--- config.mk ---
export PLATFORM = sky130hd
export DESIGN_NAME = aliu_top
export DESIGN_NICKNAME = d
export VERILOG_FILES = /design/src/aliu_pkg.sv /design/src/aliu_alu.sv /design/src/aliu_top.sv
export SDC_FILE = /design/constraint.sdc
export NUM_CORES = 2
export LEC_CHECK = 0
export ABC_AREA = 1
export BUFFER_PORTS_ARGS = -buffer_cell sky130_fd_sc_hd__buf_2
export CELL_PAD_IN_SITES_DETAIL_PLACEMENT = 1
export CELL_PAD_IN_SITES_GLOBAL_PLACEMENT = 1
export CORE_AREA = 5 5 431 221
export CTS_CLUSTER_SIZE = 24
export DETAILED_ROUTE_END_ITERATION = 8
export DIE_AREA = 0 0 436 226
export PLACE_DENSITY_LB_ADDON = 0.1
export REMOVE_ABC_BUFFERS = 1
export SLEW_MARGIN = 0
export SYNTH_ARGS = -nofsm -noshare
export SYNTH_HDL_FRONTEND = slang
export SYNTH_SLANG_ARGS = --single-unit
--- constraint.sdc ---
create_clock -name aclk -period 12.8 [get_ports aclk]
set_clock_uncertainty 0.1 [all_clocks]
set_input_delay 0.64 -clock aclk [delete_from_list [all_inputs] [get_ports aclk]]
set_output_delay 0.64 -clock aclk [all_outputs]
set_load 0.05 [all_outputs]
--- src/aliu_pkg.sv ---
// Shared constants and types of the arithmetic and logic instruction unit.
// Assumes an AXI4-Lite master with 32-bit data and a 12-bit byte address.
package aliu_pkg;

	// --------------------------------------------------------------
	// Register map (byte addresses)
	// --------------------------------------------------------------
	localparam int ADDR_W = 12;
	localparam logic [11:0] ADDR_CMD = 12'h000;
	localparam logic [11:0] ADDR_IMM = 12'h004;
	localparam logic [11:0] ADDR_STATUS = 12'h008;
	localparam logic [11:0] ADDR_SREG = 12'h00C;
	localparam logic [11:0] ADDR_RESULT = 12'h010;
	localparam logic [4:0] WIN_GPR = 5'h02;
	localparam logic [4:0] WIN_IO = 5'h04;

	// --------------------------------------------------------------
	// Field positions and reset values
	// --------------------------------------------------------------
	localparam int CMD_OP_LSB = 0;
	localparam int CMD_DST_LSB = 8;
	localparam int CMD_SRC_LSB = 16;
	localparam int CMD_GO_BIT = 31;
	localparam int STAT_BUSY_BIT = 0;
	localparam int STAT_ERR_BIT = 1;
	localparam int STAT_IOERR_BIT = 2;
	localparam int STAT_SREG_LSB = 8;
	localparam int SREG_C = 0;
	localparam int SREG_Z = 1;
	localparam int SREG_N = 2;
	localparam int SREG_V = 3;
	localparam int SREG_S = 4;
	localparam int SREG_H = 5;
	localparam logic [7:0] SREG_RST = 8'h00;
	localparam logic [7:0] GPR_RST = 8'h00;
	localparam logic [7:0] IO_RST = 8'h00;
	localparam logic [7:0] IMM_RST = 8'h00;
	localparam logic [7:0] MASK_ARITH = 8'h3F;
	localparam logic [7:0] MASK_LOGIC = 8'h1E;
	localparam logic [7:0] MASK_COM = 8'h1F;
	localparam logic [7:0] MASK_WORD = 8'h1F;
	localparam logic [7:0] WORD_IMM_MASK = 8'h3F;
	localparam logic [5:0] IO_BIT_LIMIT = 6'h20;
	localparam logic [4:0] IO_FLAG_IDX = 5'h0E;
	localparam logic [7:0] IO_FLAG_W1C = 8'hC0;
	localparam int IO_FLAG_LSB = 6;

	// --------------------------------------------------------------
	// Operation codes
	// --------------------------------------------------------------
	localparam logic [4:0] OP_ADD = 5'h00;
	localparam logic [4:0] OP_ADD_CARRY = 5'h01;
	localparam logic [4:0] OP_WORD_ADD_IMM = 5'h02;
	localparam logic [4:0] OP_SUB = 5'h03;
	localparam logic [4:0] OP_SUB_IMM = 5'h04;
	localparam logic [4:0] OP_SUB_CARRY_REG = 5'h05;
	localparam logic [4:0] OP_SUB_CARRY_IMM = 5'h06;
	localparam logic [4:0] OP_WORD_SUB_IMM = 5'h07;
	localparam logic [4:0] OP_AND = 5'h08;
	localparam logic [4:0] OP_AND_IMM = 5'h09;
	localparam logic [4:0] OP_OR = 5'h0A;
	localparam logic [4:0] OP_OR_IMM = 5'h0B;
	localparam logic [4:0] OP_XOR_REG = 5'h0C;
	localparam logic [4:0] OP_ONES_COMPLEMENT = 5'h0D;
	localparam logic [4:0] OP_NEGATE = 5'h0E;
	localparam logic [4:0] OP_SET_MASK = 5'h0F;
	localparam logic [4:0] OP_CLEAR_MASK = 5'h10;
	localparam logic [4:0] OP_INCREMENT = 5'h11;
	localparam logic [4:0] OP_DECREMENT = 5'h12;
	localparam logic [4:0] OP_IO_BIT_SET = 5'h13;
	localparam logic [4:0] OP_IO_BIT_CLEAR = 5'h14;

	// --------------------------------------------------------------
	// Types
	// --------------------------------------------------------------
	typedef enum logic [1:0] {st_idle, st_exec, st_word_hi} aliu_state_t;

	typedef struct packed {
		logic [4:0] op;
		logic [4:0] dst;
		logic [4:0] src;
	} aliu_cmd_t;

	typedef struct packed {
		logic [7:0] res;
		logic [7:0] sreg_mask;
		logic [7:0] sreg_val;
	} aliu_alu_out_t;

endpackage

--- src/aliu_alu.sv ---
// Combinational 8-bit result and status flag generator.
// Assumes operands already selected; word operations are sequenced outside.
module aliu_alu (
	input wire logic [4:0] op,
	input wire logic [7:0] a,
	input wire logic [7:0] b,
	input wire logic [7:0] sreg,
	output aliu_pkg::aliu_alu_out_t out
);

	// Carry, half carry and overflow as {c, h, v}
	function automatic logic [2:0] arith_flags(input logic [7:0] x, input logic [7:0] y,
		input logic [7:0] r, input logic sub);
		logic c;
		logic h;
		logic v;
		if (sub) begin
			c = (~x[7] & y[7]) | (y[7] & r[7]) | (r[7] & ~x[7]);
			h = (~x[3] & y[3]) | (y[3] & r[3]) | (r[3] & ~x[3]);
			v = (x[7] & ~y[7] & ~r[7]) | (~x[7] & y[7] & r[7]);
		end else begin
			c = (x[7] & y[7]) | (y[7] & ~r[7]) | (~r[7] & x[7]);
			h = (x[3] & y[3]) | (y[3] & ~r[3]) | (~r[3] & x[3]);
			v = (x[7] & y[7] & ~r[7]) | (~x[7] & ~y[7] & r[7]);
		end
		return {c, h, v};
	endfunction

	logic [7:0] x;
	logic [7:0] y;
	logic cin;
	logic sub;
	logic arith;
	logic keep_z;
	logic [7:0] r;
	logic [2:0] chv;
	logic [7:0] val;

	always_comb begin
		x = a;
		y = b;
		cin = 1'b0;
		sub = 1'b0;
		arith = 1'b0;
		keep_z = 1'b0;
		r = 8'h00;
		out.sreg_mask = aliu_pkg::MASK_LOGIC;
		unique case (op)
			aliu_pkg::OP_ADD, aliu_pkg::OP_WORD_ADD_IMM: arith = 1'b1;
			aliu_pkg::OP_ADD_CARRY: begin
				arith = 1'b1;
				cin = sreg[aliu_pkg::SREG_C];
			end
			aliu_pkg::OP_SUB, aliu_pkg::OP_SUB_IMM, aliu_pkg::OP_WORD_SUB_IMM: begin
				arith = 1'b1;
				sub = 1'b1;
			end
			aliu_pkg::OP_SUB_CARRY_REG, aliu_pkg::OP_SUB_CARRY_IMM: begin
				arith = 1'b1;
				sub = 1'b1;
				cin = sreg[aliu_pkg::SREG_C];
				keep_z = 1'b1;
			end
			aliu_pkg::OP_NEGATE: begin
				arith = 1'b1;
				sub = 1'b1;
				x = 8'h00;
				y = a;
			end
			aliu_pkg::OP_INCREMENT: begin
				arith = 1'b1;
				y = 8'h01;
			end
			aliu_pkg::OP_DECREMENT: begin
				arith = 1'b1;
				sub = 1'b1;
				y = 8'h01;
			end
			aliu_pkg::OP_AND, aliu_pkg::OP_AND_IMM: r = a & b;
			aliu_pkg::OP_OR, aliu_pkg::OP_OR_IMM: r = a | b;
			aliu_pkg::OP_SET_MASK: r = a | b;
			aliu_pkg::OP_CLEAR_MASK: r = a & (8'hFF - b);
			aliu_pkg::OP_XOR_REG: r = a ^ b;
			aliu_pkg::OP_ONES_COMPLEMENT: begin
				r = 8'hFF - a;
				out.sreg_mask = aliu_pkg::MASK_COM;
			end
			default: r = 8'h00;
		endcase
		if (arith) begin
			r = sub ? 8'(x - y - {7'h00, cin}) : 8'(x + y + {7'h00, cin});
			out.sreg_mask = (op == aliu_pkg::OP_INCREMENT || op == aliu_pkg::OP_DECREMENT) ?
				aliu_pkg::MASK_LOGIC : aliu_pkg::MASK_ARITH;
		end
		chv = arith_flags(x, y, r, sub);
		val = 8'h00;
		val[aliu_pkg::SREG_C] = arith ? chv[2] : (op == aliu_pkg::OP_ONES_COMPLEMENT);
		val[aliu_pkg::SREG_H] = arith & chv[1];
		val[aliu_pkg::SREG_V] = arith & chv[0];
		val[aliu_pkg::SREG_N] = r[7];
		val[aliu_pkg::SREG_Z] = (r == 8'h00) & (~keep_z | sreg[aliu_pkg::SREG_Z]);
		val[aliu_pkg::SREG_S] = val[aliu_pkg::SREG_N] ^ val[aliu_pkg::SREG_V];
		out.res = r;
		out.sreg_val = val;
	end

endmodule

--- src/aliu_top.sv ---
// Arithmetic and logic instruction unit with AXI4-Lite register access.
// Assumes one 25 MHz clock, synchronous active-low reset, inputs synchronous.
module aliu_top (
	input wire logic aclk,
	input wire logic aresetn,
	input wire logic [11:0] s_axi_awaddr,
	input wire logic [2:0] s_axi_awprot,
	input wire logic s_axi_awvalid,
	output logic s_axi_awready,
	input wire logic [31:0] s_axi_wdata,
	input wire logic [3:0] s_axi_wstrb,
	input wire logic s_axi_wvalid,
	output logic s_axi_wready,
	output logic [1:0] s_axi_bresp,
	output logic s_axi_bvalid,
	input wire logic s_axi_bready,
	input wire logic [11:0] s_axi_araddr,
	input wire logic [2:0] s_axi_arprot,
	input wire logic s_axi_arvalid,
	output logic s_axi_arready,
	output logic [31:0] s_axi_rdata,
	output logic [1:0] s_axi_rresp,
	output logic s_axi_rvalid,
	input wire logic s_axi_rready,
	input wire logic [1:0] io_flag_event,
	output logic busy,
	output logic exec_done
);

	// ----------------------------------------------------------
	// Helpers
	// ----------------------------------------------------------
	function automatic logic addr_mapped(input logic [11:0] addr);
		return addr == aliu_pkg::ADDR_CMD || addr == aliu_pkg::ADDR_IMM ||
			addr == aliu_pkg::ADDR_STATUS || addr == aliu_pkg::ADDR_SREG ||
			addr == aliu_pkg::ADDR_RESULT || addr[11:7] == aliu_pkg::WIN_GPR ||
			addr[11:7] == aliu_pkg::WIN_IO;
	endfunction

	// Write-one-to-clear on flag bits, plain store elsewhere
	function automatic logic [7:0] io_merge(input logic [4:0] idx, input logic [7:0] old,
		input logic [7:0] wval);
		logic [7:0] w1c;
		w1c = (idx == aliu_pkg::IO_FLAG_IDX) ? aliu_pkg::IO_FLAG_W1C : 8'h00;
		return (old & w1c & ~wval) | (wval & ~w1c);
	endfunction

	function automatic logic op_is_imm(input logic [4:0] op);
		return op == aliu_pkg::OP_SUB_IMM || op == aliu_pkg::OP_SUB_CARRY_IMM ||
			op == aliu_pkg::OP_AND_IMM || op == aliu_pkg::OP_OR_IMM ||
			op == aliu_pkg::OP_SET_MASK || op == aliu_pkg::OP_CLEAR_MASK;
	endfunction

	// ----------------------------------------------------------
	// State
	// ----------------------------------------------------------
	aliu_pkg::aliu_state_t state_ff, nxt_state;
	aliu_pkg::aliu_cmd_t cmd_ff;
	aliu_pkg::aliu_alu_out_t alu_out;
	logic [7:0] gpr_ff [32];
	logic [7:0] io_ff [32];
	logic [7:0] imm_ff, sreg_ff;
	logic [15:0] result_ff;
	logic err_ff, ioerr_ff, lo_carry_ff, lo_zero_ff, done_ff;
	logic aw_hold_ff, w_hold_ff, bvalid_ff, rvalid_ff;
	logic [11:0] aw_addr_ff;
	logic [31:0] w_data_ff, rdata_ff;
	logic [3:0] w_strb_ff;
	logic [1:0] bresp_ff, rresp_ff;

	logic do_write, wr_cmd, wr_gpr, wr_io, go, go_refused;
	logic is_word, is_word_add, is_io, ex_gpr_we, ex_io_we, ex_io_bad, ex_done;
	logic [4:0] hi_idx, io_idx, alu_op, ex_gpr_idx;
	logic [7:0] alu_a, alu_b, alu_sreg, ex_sreg_mask, ex_sreg_val, ex_io_val;
	logic [7:0] flag_keep;

	// ----------------------------------------------------------
	// AXI4-Lite write channel
	// ----------------------------------------------------------
	assign s_axi_awready = ~aw_hold_ff & ~bvalid_ff;
	assign s_axi_wready = ~w_hold_ff & ~bvalid_ff;
	assign s_axi_bvalid = bvalid_ff;
	assign s_axi_bresp = bresp_ff;
	assign do_write = aw_hold_ff & w_hold_ff & ~bvalid_ff;
	assign wr_cmd = do_write & (aw_addr_ff == aliu_pkg::ADDR_CMD);
	assign wr_gpr = do_write & (aw_addr_ff[11:7] == aliu_pkg::WIN_GPR) & w_strb_ff[0];
	assign wr_io = do_write & (aw_addr_ff[11:7] == aliu_pkg::WIN_IO) & w_strb_ff[0];
	assign go = wr_cmd & w_strb_ff[3] & w_data_ff[aliu_pkg::CMD_GO_BIT];
	assign go_refused = go & (state_ff != aliu_pkg::st_idle);

	always_ff @(posedge aclk) begin
		if (!aresetn) begin
			aw_hold_ff <= 1'b0;
			aw_addr_ff <= 12'h000;
		end else if (s_axi_awvalid && s_axi_awready) begin
			aw_hold_ff <= 1'b1;
			aw_addr_ff <= {s_axi_awaddr[11:2], 2'b00};
		end else if (do_write) begin
			aw_hold_ff <= 1'b0;
		end
	end

	always_ff @(posedge aclk) begin
		if (!aresetn) begin
			w_hold_ff <= 1'b0;
			w_data_ff <= 32'h0000_0000;
			w_strb_ff <= 4'h0;
		end else if (s_axi_wvalid && s_axi_wready) begin
			w_hold_ff <= 1'b1;
			w_data_ff <= s_axi_wdata;
			w_strb_ff <= s_axi_wstrb;
		end else if (do_write) begin
			w_hold_ff <= 1'b0;
		end
	end

	always_ff @(posedge aclk) begin
		if (!aresetn) begin
			bvalid_ff <= 1'b0;
			bresp_ff <= 2'b00;
		end else if (do_write) begin
			bvalid_ff <= 1'b1;
			bresp_ff <= addr_mapped(aw_addr_ff) ? 2'b00 : 2'b10;
		end else if (s_axi_bready) begin
			bvalid_ff <= 1'b0;
		end
	end

	// ----------------------------------------------------------
	// AXI4-Lite read channel
	// ----------------------------------------------------------
	assign s_axi_arready = ~rvalid_ff;
	assign s_axi_rvalid = rvalid_ff;
	assign s_axi_rdata = rdata_ff;
	assign s_axi_rresp = rresp_ff;

	always_ff @(posedge aclk) begin
		if (!aresetn) begin
			rvalid_ff <= 1'b0;
			rresp_ff <= 2'b00;
			rdata_ff <= 32'h0000_0000;
		end else if (s_axi_arvalid && s_axi_arready) begin
			rvalid_ff <= 1'b1;
			rresp_ff <= addr_mapped(s_axi_araddr) ? 2'b00 : 2'b10;
			rdata_ff <= 32'h0000_0000;
			if (s_axi_araddr[11:7] == aliu_pkg::WIN_GPR)
				rdata_ff[7:0] <= gpr_ff[s_axi_araddr[6:2]];
			else if (s_axi_araddr[11:7] == aliu_pkg::WIN_IO)
				rdata_ff[7:0] <= io_ff[s_axi_araddr[6:2]];
			else if (s_axi_araddr[11:2] == aliu_pkg::ADDR_CMD[11:2]) begin
				rdata_ff[aliu_pkg::CMD_OP_LSB +: 5] <= cmd_ff.op;
				rdata_ff[aliu_pkg::CMD_DST_LSB +: 5] <= cmd_ff.dst;
				rdata_ff[aliu_pkg::CMD_SRC_LSB +: 5] <= cmd_ff.src;
			end else if (s_axi_araddr[11:2] == aliu_pkg::ADDR_IMM[11:2])
				rdata_ff[7:0] <= imm_ff;
			else if (s_axi_araddr[11:2] == aliu_pkg::ADDR_STATUS[11:2]) begin
				rdata_ff[aliu_pkg::STAT_BUSY_BIT] <= state_ff != aliu_pkg::st_idle;
				rdata_ff[aliu_pkg::STAT_ERR_BIT] <= err_ff;
				rdata_ff[aliu_pkg::STAT_IOERR_BIT] <= ioerr_ff;
				rdata_ff[aliu_pkg::STAT_SREG_LSB +: 8] <= sreg_ff;
			end else if (s_axi_araddr[11:2] == aliu_pkg::ADDR_SREG[11:2])
				rdata_ff[7:0] <= sreg_ff;
			else if (s_axi_araddr[11:2] == aliu_pkg::ADDR_RESULT[11:2])
				rdata_ff[15:0] <= result_ff;
		end else if (s_axi_rready) begin
			rvalid_ff <= 1'b0;
		end
	end

	// ----------------------------------------------------------
	// Command and immediate
	// ----------------------------------------------------------
	always_ff @(posedge aclk) begin
		if (!aresetn) begin
			cmd_ff <= '0;
			imm_ff <= aliu_pkg::IMM_RST;
		end else if (state_ff == aliu_pkg::st_idle) begin
			if (wr_cmd && w_strb_ff[0])
				cmd_ff.op <= w_data_ff[aliu_pkg::CMD_OP_LSB +: 5];
			if (wr_cmd && w_strb_ff[1])
				cmd_ff.dst <= w_data_ff[aliu_pkg::CMD_DST_LSB +: 5];
			if (wr_cmd && w_strb_ff[2])
				cmd_ff.src <= w_data_ff[aliu_pkg::CMD_SRC_LSB +: 5];
			if (do_write && aw_addr_ff == aliu_pkg::ADDR_IMM && w_strb_ff[0])
				imm_ff <= w_data_ff[7:0];
		end
	end

	// ----------------------------------------------------------
	// Sequencer
	// ----------------------------------------------------------
	assign is_word_add = cmd_ff.op == aliu_pkg::OP_WORD_ADD_IMM;
	assign is_word = is_word_add || cmd_ff.op == aliu_pkg::OP_WORD_SUB_IMM;
	assign is_io = cmd_ff.op == aliu_pkg::OP_IO_BIT_SET || cmd_ff.op == aliu_pkg::OP_IO_BIT_CLEAR;
	assign hi_idx = 5'(cmd_ff.dst + 5'h01);
	assign io_idx = imm_ff[4:0];

	always_comb begin
		alu_op = cmd_ff.op;
		alu_a = gpr_ff[cmd_ff.dst];
		alu_b = op_is_imm(cmd_ff.op) ? imm_ff : gpr_ff[cmd_ff.src];
		alu_sreg = sreg_ff;
		if (state_ff == aliu_pkg::st_exec && is_word)
			alu_b = imm_ff & aliu_pkg::WORD_IMM_MASK;
		if (state_ff == aliu_pkg::st_word_hi) begin
			// High byte ripples the low byte's carry and zero
			alu_op = is_word_add ? aliu_pkg::OP_ADD_CARRY : aliu_pkg::OP_SUB_CARRY_REG;
			alu_a = gpr_ff[hi_idx];
			alu_b = 8'h00;
			alu_sreg[aliu_pkg::SREG_C] = lo_carry_ff;
			alu_sreg[aliu_pkg::SREG_Z] = lo_zero_ff;
		end
	end

	aliu_alu i_aliu_alu (
		.op(alu_op),
		.a(alu_a),
		.b(alu_b),
		.sreg(alu_sreg),
		.out(alu_out)
	);

	always_comb begin
		nxt_state = state_ff;
		ex_gpr_we = 1'b0;
		ex_gpr_idx = cmd_ff.dst;
		ex_sreg_mask = 8'h00;
		ex_sreg_val = alu_out.sreg_val;
		ex_io_we = 1'b0;
		ex_io_val = io_ff[io_idx];
		ex_io_bad = 1'b0;
		ex_done = 1'b0;
		unique case (state_ff)
			aliu_pkg::st_idle: begin
				if (go)
					nxt_state = aliu_pkg::st_exec;
			end
			aliu_pkg::st_exec: begin
				if (is_word) begin
					ex_gpr_we = 1'b1;
					nxt_state = aliu_pkg::st_word_hi;
				end else if (is_io) begin
					if (imm_ff[5:0] >= aliu_pkg::IO_BIT_LIMIT)
						ex_io_bad = 1'b1;
					else
						ex_io_we = 1'b1;
					ex_io_val[cmd_ff.src[2:0]] = cmd_ff.op == aliu_pkg::OP_IO_BIT_SET;
					ex_done = 1'b1;
					nxt_state = aliu_pkg::st_idle;
				end else begin
					ex_gpr_we = 1'b1;
					ex_sreg_mask = alu_out.sreg_mask;
					ex_done = 1'b1;
					nxt_state = aliu_pkg::st_idle;
				end
			end
			aliu_pkg::st_word_hi: begin
				ex_gpr_we = 1'b1;
				ex_gpr_idx = hi_idx;
				ex_sreg_mask = aliu_pkg::MASK_WORD;
				ex_sreg_val[aliu_pkg::SREG_Z] = alu_out.sreg_val[aliu_pkg::SREG_Z] & lo_zero_ff;
				ex_done = 1'b1;
				nxt_state = aliu_pkg::st_idle;
			end
		endcase
	end

	always_ff @(posedge aclk) begin
		if (!aresetn)
			state_ff <= aliu_pkg::st_idle;
		else
			state_ff <= nxt_state;
	end

	always_ff @(posedge aclk) begin
		if (!aresetn) begin
			lo_carry_ff <= 1'b0;
			lo_zero_ff <= 1'b0;
		end else if (state_ff == aliu_pkg::st_exec) begin
			lo_carry_ff <= alu_out.sreg_val[aliu_pkg::SREG_C];
			lo_zero_ff <= alu_out.sreg_val[aliu_pkg::SREG_Z];
		end
	end

	always_ff @(posedge aclk) begin
		if (!aresetn) begin
			result_ff <= 16'h0000;
			done_ff <= 1'b0;
		end else begin
			done_ff <= ex_done;
			if (ex_gpr_we && state_ff == aliu_pkg::st_word_hi)
				result_ff[15:8] <= alu_out.res;
			else if (ex_gpr_we)
				result_ff <= {8'h00, alu_out.res};
		end
	end

	// ----------------------------------------------------------
	// Registers, status and I/O space
	// ----------------------------------------------------------
	always_ff @(posedge aclk) begin
		if (!aresetn) begin
			for (int i = 0; i < 32; i++)
				gpr_ff[i] <= aliu_pkg::GPR_RST;
		end else if (ex_gpr_we) begin
			gpr_ff[ex_gpr_idx] <= alu_out.res;
		end else if (wr_gpr) begin
			gpr_ff[aw_addr_ff[6:2]] <= w_data_ff[7:0];
		end
	end

	always_ff @(posedge aclk) begin
		if (!aresetn)
			sreg_ff <= aliu_pkg::SREG_RST;
		else if (ex_sreg_mask != 8'h00)
			sreg_ff <= (sreg_ff & ~ex_sreg_mask) | (ex_sreg_val & ex_sreg_mask);
		else if (do_write && aw_addr_ff == aliu_pkg::ADDR_SREG && w_strb_ff[0])
			sreg_ff <= w_data_ff[7:0];
	end

	// Hardware events win over a write-one clear in the same cycle
	always_ff @(posedge aclk) begin
		if (!aresetn) begin
			err_ff <= 1'b0;
			ioerr_ff <= 1'b0;
		end else begin
			if (go_refused)
				err_ff <= 1'b1;
			else if (do_write && aw_addr_ff == aliu_pkg::ADDR_STATUS && w_strb_ff[0] &&
				w_data_ff[aliu_pkg::STAT_ERR_BIT])
				err_ff <= 1'b0;
			if (ex_io_bad)
				ioerr_ff <= 1'b1;
			else if (do_write && aw_addr_ff == aliu_pkg::ADDR_STATUS && w_strb_ff[0] &&
				w_data_ff[aliu_pkg::STAT_IOERR_BIT])
				ioerr_ff <= 1'b0;
		end
	end

	always_ff @(posedge aclk) begin
		if (!aresetn) begin
			for (int i = 0; i < 32; i++)
				io_ff[i] <= aliu_pkg::IO_RST;
		end else begin
			if (ex_io_we)
				io_ff[io_idx] <= io_merge(io_idx, io_ff[io_idx], ex_io_val);
			else if (wr_io)
				io_ff[aw_addr_ff[6:2]] <= io_merge(aw_addr_ff[6:2], io_ff[aw_addr_ff[6:2]],
					w_data_ff[7:0]);
			if (io_flag_event != 2'b00)
				io_ff[aliu_pkg::IO_FLAG_IDX][aliu_pkg::IO_FLAG_LSB +: 2] <=
					flag_keep[aliu_pkg::IO_FLAG_LSB +: 2] | io_flag_event;
		end
	end

	// Flag bits after any same-cycle write-one clear
	assign flag_keep = io_merge(aliu_pkg::IO_FLAG_IDX, io_ff[aliu_pkg::IO_FLAG_IDX],
		(ex_io_we && io_idx == aliu_pkg::IO_FLAG_IDX) ? ex_io_val :
		(wr_io && !ex_io_we && aw_addr_ff[6:2] == aliu_pkg::IO_FLAG_IDX) ? w_data_ff[7:0] :
		8'h00);

	assign busy = state_ff != aliu_pkg::st_idle;
	assign exec_done = done_ff;

endmodule

# Word-level counts from Yosys, hierarchy flattened
# Memory sizes are Yosys's and may differ from the RTL's. A register that Yosys moved wholly into a read port is not among the register bits.
# Index checks and enable logic that the tools add are counted.
[word_totals]
reg_bits = 129
ramBits = 512
inputBits = 75
out_inout_bits = 43
wordCells = 381
mem_count = 2
[classes]
n_addsub = 7
n_lt_le_gt_ge = 3
eq_ne = 51
n_mux = 127
n_bitwise = 94
n_reduce_logical = 74
[memory_table]
columns = ["name", "words", "width", "rd", "rd_clocked_by_memory_dff", "write_ports", "line_no", "rtl"]
rows = [
  ["gpr_ff", 32, 8, 4, 2, 32, "aliu_top.sv:60", "logic [7:0] gpr_ff [32];"],
  ["io_ff", 32, 8, 4, 2, 32, "aliu_top.sv:61", "logic [7:0] io_ff [32];"],
]
[ops]
columns = ["operator", "count"]
rows = [
  ["8-bit 2-to-1 mux", 31],
  ["5-bit 2-to-1 mux", 18],
  ["8-bit bitwise AND", 10],
  ["5-bit by 4-bit equality test with 1-bit output (second input constant)", 13],
  ["1-bit 2-to-1 mux", 53],
  ["8-bit NOT", 6],
  ["5-bit by 3-bit equality test with 1-bit output (second input constant)", 9],
  ["1-bit bitwise AND", 40],
  ["10-bit by 2-bit equality test with 1-bit output (second input constant)", 4],
  ["5-bit equality test (second input constant)", 8],
  ["8-bit one-hot mux with 5 select lines", 1],
  ["16-bit 2-to-1 mux", 2],
  ["8-bit OR", 4],
  ["8-bit one-hot mux with 2 select lines", 2],
  ["8-bit OR reduction", 4],
  ["13-bit 2-to-1 mux", 2],
  ["5-bit by 2-bit equality test with 1-bit output (second input constant)", 5],
  ["12-bit by 4-bit equality test with 1-bit output (second input constant)", 2],
  ["12-bit logical NOT", 2],
  ["10-bit by 1-bit equality test with 1-bit output (second input constant)", 2],
  ["10-bit by 3-bit equality test with 1-bit output (second input constant)", 2],
  ["1-bit logical AND", 20],
  ["1-bit logical OR", 20],
  ["2-bit nonzero test", 10],
  ["41 further kinds", 86],
]

# Depth between registers and ports, before layout
[logic_depth]
depth_word = 23
depth_mapped = 40

# Cells and area by module
# Synthesis repeated with hierarchy kept, for this count alone.
[hier_totals]
hier_cells = 5574
area_unflattened_um2 = 41406.0
[by_module_without_submodules]
columns = ["mod", "instances", "cells_each", "area_per_inst_um2"]
rows = [
  ["aliu_top", 1, 5239, 39444.1],
  ["aliu_alu", 1, 335, 1961.9],
]

# Least setup slack after synthesis
# Ideal clock, no wire load.
[synth_timing]
kind = "register -> register"
start = "reg cmd_ff[5] (netlist name)"
end = "mem gpr_ff[25][6] (data pin)"
setup_ps = 261
arrival_time_ps = 4297
slack_ps = 8142
path_stages_with_launch = 27
path_buffers = 4
cell_sequence = "dfxtp_1 -> ha_1 -> buf_2 -> buf_4 -> clkbuf_1 -> a21oi_1 -> o21ai_0 -> nand3_1 -> o21ai_0 -> nand2_1 -> nand2_1 -> a31oi_2 -> nand2_1 -> fa_1 -> fa_1 -> o31ai_1 -> inv_1 -> nor2_1 -> o21ai_0 -> nand2_1 -> xor2_1 -> nand2_1 -> o211ai_1 -> nand3_1 -> o21ai_1 -> buf_2 -> nor2_1"
[synth_lines]
columns = ["element", "line_no", "rtl"]
rows = [
  ["from (decl)", "aliu_top.sv:58", "aliu_pkg::aliu_cmd_t cmd_ff;"],
  ["to (decl)", "aliu_top.sv:60", ""],
]

==> impl_metrics.csv <==
group,metric,value,unit
sta,report.final.hold_viol_count,0,
pwr,p_int,3.67,mW
worst_setup_path,worst_r2r_path_depth,28,
synth,synth_area_leaders,"sky130_fd_sc_hd__edfxtp_1 38%, sky130_fd_sc_hd__o21ai_0 7.9%, sky130_fd_sc_hd__nor2_1 7.8%",
pwr,comb_power_share,12.8,%
route,detail_route.wirelength,219,mm
sta,worst_pin_slew,1.56,ns
pwr,max-vdd-ir-drop,0.0000954,V
synth,post-synth-top-area-fraction,38.0,%
synth,sequential_area_share_after_synthesis,44.6,%
synth,synth_top_flop_cell,"sky130_fd_sc_hd__edfxtp_1",
floorplanning,core_area,0.0914,mm^2
run_status,failed_checks,"max-capacitance violations, max-slew violations",
grt,grt_start_max_net_pins,159,
floorplanning,die_x_extent,436,um
run_status,result_of_the_run,"finished, violations left",
pwr,netSwitchingFraction,29.9,%
route,drt_pass1_iterations,6,
route,routed_via_density,6.83,
worst_setup_path,critical_path.reg2reg.endpoint,"gpr_ff[19][6]$_SDFFCE_PN0P_",
worst_setup_path,cp-end-kind,"flop",
worst_setup_path,timing.critical_path.fanout_max,32,
worst_setup_path,r2r-start,"cmd_ff[5]$_SDFFE_PN0P_",
synth,ys_warn_count,0,
worst_setup_path,slowest_delay,0.67,ns
place,area_post_placement,0.0418,mm^2
place,dp_hpwl,151,mm
worst_hold_path,startpoint_of_the_most_critical_hold_path,"s_axi_wstrb[1]",
synth,synth_enable_flop_cells,512,
final_layout,final_cell_area,0.0441,mm^2
floorplanning,start_util,44.3,%
sta,layout_worst_path_cycle_share,59.5,%
place,numPlacedInstances,6293,
sta,final_period_minus_worst_setup_slack,7.61,ns
pwr,power_frac_seq,45.9,%
sta,timing.max_slew.rel_slack,-4.51,%
clock_tree,clock-root-buffer,"sky130_fd_sc_hd__clkbuf_16",
grt,globalRoute.totalOverflow,0,
sta,grt_setup_unrepaired,"no",
final_layout,area_delta_synth_final,8.83,%
worst_setup_path,critPathMostFrequentCell,"sky130_fd_sc_hd__nand2_1",
synth,yosys_register_bits,646,
clock_tree,h_tree_level_count,3,
route,dr_total_vias,43840,
grt,number_of_antenna_violations_at_the_first_check_in_global_routing,9,
pwr,power-per-cell-area,119,mW/mm^2
final_layout,proportion_of_layout_cells_with_a_drive_suffix_above_1,8.37,%
final_layout,num-nets-final,5258,
worst_setup_path,worst_path_max_delay_cell,"sky130_fd_sc_hd__dfxtp_4",
route,drt-wirelength-per-cell,34.1,um
clock_tree,clk_latency,0.70,ns
sta,report.final.slew_viol_count,4,
synth,synth.distinct_cells,66,
route,drc,0,
final_layout,filler_cell_count,11198,
worst_setup_path,data_required_critical_path,13.11,ns
grt,grt_pass1_vias,40274,
grt,groute.usage.overall,42.6,%
sta,setup_violations,0,
floorplanning,die_h,226,um
clock_tree,max-clock-path-buffers,3,
worst_hold_path,hold_path_depth,3,
final_layout,final_cells,6418,
place,gp_congestion,1.02,
sta,maxClockFrequency,131,MHz
synth,synth.cell_area,0.0405,mm^2
clock_tree,cts_post_setup_buffers_inserted,0,
synth,synthMostInstantiatedCell,"sky130_fd_sc_hd__nor2_1",
route,drt.antenna.violating_nets,0,
run,max_cap_viols,3,
clock_tree,clock_transition_at_the_registers_of_the_reported_paths,0.07,ns
worst_setup_path,cp.arrival,7.92,ns
pwr,leakagePower,16.3,nW
synth,yosys-top-cells-count,"840 x sky130_fd_sc_hd__nor2_1, 823 x sky130_fd_sc_hd__nand2_1, 642 x sky130_fd_sc_hd__o21ai_0, 512 x sky130_fd_sc_hd__edfxtp_1, 495 x sky130_fd_sc_hd__a21oi_1",
synth,synth_area_per_cell,7.67,um^2
clock_tree,cts_hold_repair.buffers,0,
clock_tree,clock_tree_from_tritoncts,"done",
floorplanning,die_area,0.0985,mm^2
pwr,net_switching_component_of_the_power,1.57,mW
final_layout,register_area,0.0181,mm^2
final_layout,multiInputGateArea,0.0193,mm^2
synth,ys_async_sr_fraction,0,%
floorplanning,std_cell_rows,79,
worst_setup_path,r2r_slack,5.19,ns
synth,synth_cells,5283,
worst_hold_path,min_to,"w_strb_ff[1]$_SDFFE_PN0P_",
sta,fin_tns_setup,0,ns
grt,grt_pass1_wl,303,mm
clock_tree,cts_resized,0,
route,dr.first_iter.drc_count,7868,
clock_tree,numCtsBuffers,66,
worst_setup_path,setup_cp_type,"reg -> reg",
clock_tree,tritoncts_num_sinks,646,
pwr,share_of_power_burned_in_the_clock_network,41.4,%
floorplanning,io-pin-count,118,
synth,yosysTopAreaCell,"sky130_fd_sc_hd__edfxtp_1",
worst_hold_path,hp-class,"in -> reg",
place,placement.io_buffers,83,
worst_setup_path,startpoint_type,"flop",
cell families (layout without fill, tap and decap cells):
logic type	Yosys count	count (layout)	synth area share [%]
simple gates	2137	2137	22.4
compound gates	1625	1625	23.3
buf+inv	829	733	8.37
flops	646	646	44.6
fa+ha+maj	37	37	1.22
xor+xnor	7	7	0.151
other cells	1	17	0.00926
mux	1	1	0.0247
metrics by stage:
| stage | total power, mW | utilization [%] | hold WS (ns) | setup slack (ns) |
|---|---|---|---|---|
| 2_1_floorplan | 2.74 | - | 0.337 | 2.80 |
| 3_3_place_gp | 3.05 | 45.7 | 0.351 | 5.75 |
| 3_5_place_dp | 3.06 | 45.7 | 0.359 | 5.60 |
| 4_1_cts | 5.17 | 48.2 | 0.0952 | 5.57 |
| 5_1_grt | 5.32 | 48.2 | 0.143 | 5.10 |
| 6_report | 5.23 | 48.2 | 0.128 | 5.19 |
worst max-delay path, delay by kind of cell (launching register included):
| kind | cells | cell delay (ns) |
|---|---|---|
| AOI/OAI and AO/OA | 8 | 1.67 |
| and+or+nand+nor | 11 | 1.68 |
| adders and majority gates | 3 | 1.22 |
| DFF | 1 | 0.67 |
| xor gates and xnor gates | 1 | 0.15 |
| buffers and inverters | 5 | 1.69 |
power by group through the flow:
stage / registers (mW) / clock network (mW) / logic (mW)
finish: 2.40 / 2.16 / 0.668
detailed placement: 2.44 / 0 / 0.619
global placement: 2.44 / 0 / 0.610
CTS: 2.40 / 2.15 / 0.623
global route: 2.41 / 2.23 / 0.683
floorplan: 2.42 / 0 / 0.314
layer usage:
| layer | up-vias | global-route usage (%) | routed length (um) |
|---|---|---|---|
| met4 | 6 | 9.02 | 5360 |
| met1 | 21777 | 62.3 | 93200 |
| met2 | 3501 | 50.6 | 75200 |
| met3 | 402 | 27.6 | 44600 |
| met5 | - | 0.806 | 281 |
| li1 | 18154 | - | - |
cells in the final DEF (no fill, tap or decap), drive strengths merged, types with 13 or more instances in the layout:
cell	instances
nor3	27
a211oi	25
clkinv	29
clkbuf	86
nand2	835
ha	33
nor2	862
nand3	367
inv	422
dfxtp	134
buf	185
o2111ai	40
a21oi	496
o211ai	106
nand4	32
o311ai	19
a31oi	14
o21ai	672
a221oi	27
a22oi	70
o22ai	79
conb	13
edfxtp	512
o221ai	39
final cells by class:
class / instances / area share (%)
Timing Repair Buffer: 185 / 2.81
Multi-Input combinational cell: 3820 / 43.9
Sequential cell: 646 / 41.0
Inverter: 427 / 3.66
Clock inverter: 35 / 0.928
Clock buffer: 86 / 4.22
Antenna cell: 4 / 0.0227
Tap cell: 1215 / 3.45
flip-flops by register name (all words and copies together) (netlist names), 2 cells and up, named ones only:
register and cells:
gpr_ff 256, io_ff 256, s_axi_rdata 21, w_data_ff 19
result_ff 16, cmd_ff 15, aw_addr_ff 10, imm_ff 8
w_strb_ff 4, sreg_ff 2, state_ff 2
how the worst max path moves through the flow:
stage	cells past startpoint	to	start
2_1_floorplan	23	gpr_ff[0][6]$_SDFFCE_PN0P_	cmd_ff[5]$_SDFFE_PN0P_
3_3_place_gp	28	gpr_ff[23][6]$_SDFFCE_PN0P_	cmd_ff[5]$_SDFFE_PN0P_
3_5_place_dp	28	gpr_ff[20][6]$_SDFFCE_PN0P_	cmd_ff[5]$_SDFFE_PN0P_
4_1_cts	28	gpr_ff[19][6]$_SDFFCE_PN0P_	cmd_ff[5]$_SDFFE_PN0P_
5_1_grt	28	gpr_ff[16][6]$_SDFFCE_PN0P_	cmd_ff[5]$_SDFFE_PN0P_
6_report	28	gpr_ff[19][6]$_SDFFCE_PN0P_	cmd_ff[5]$_SDFFE_PN0P_
(Power assumes the default switching activity.)
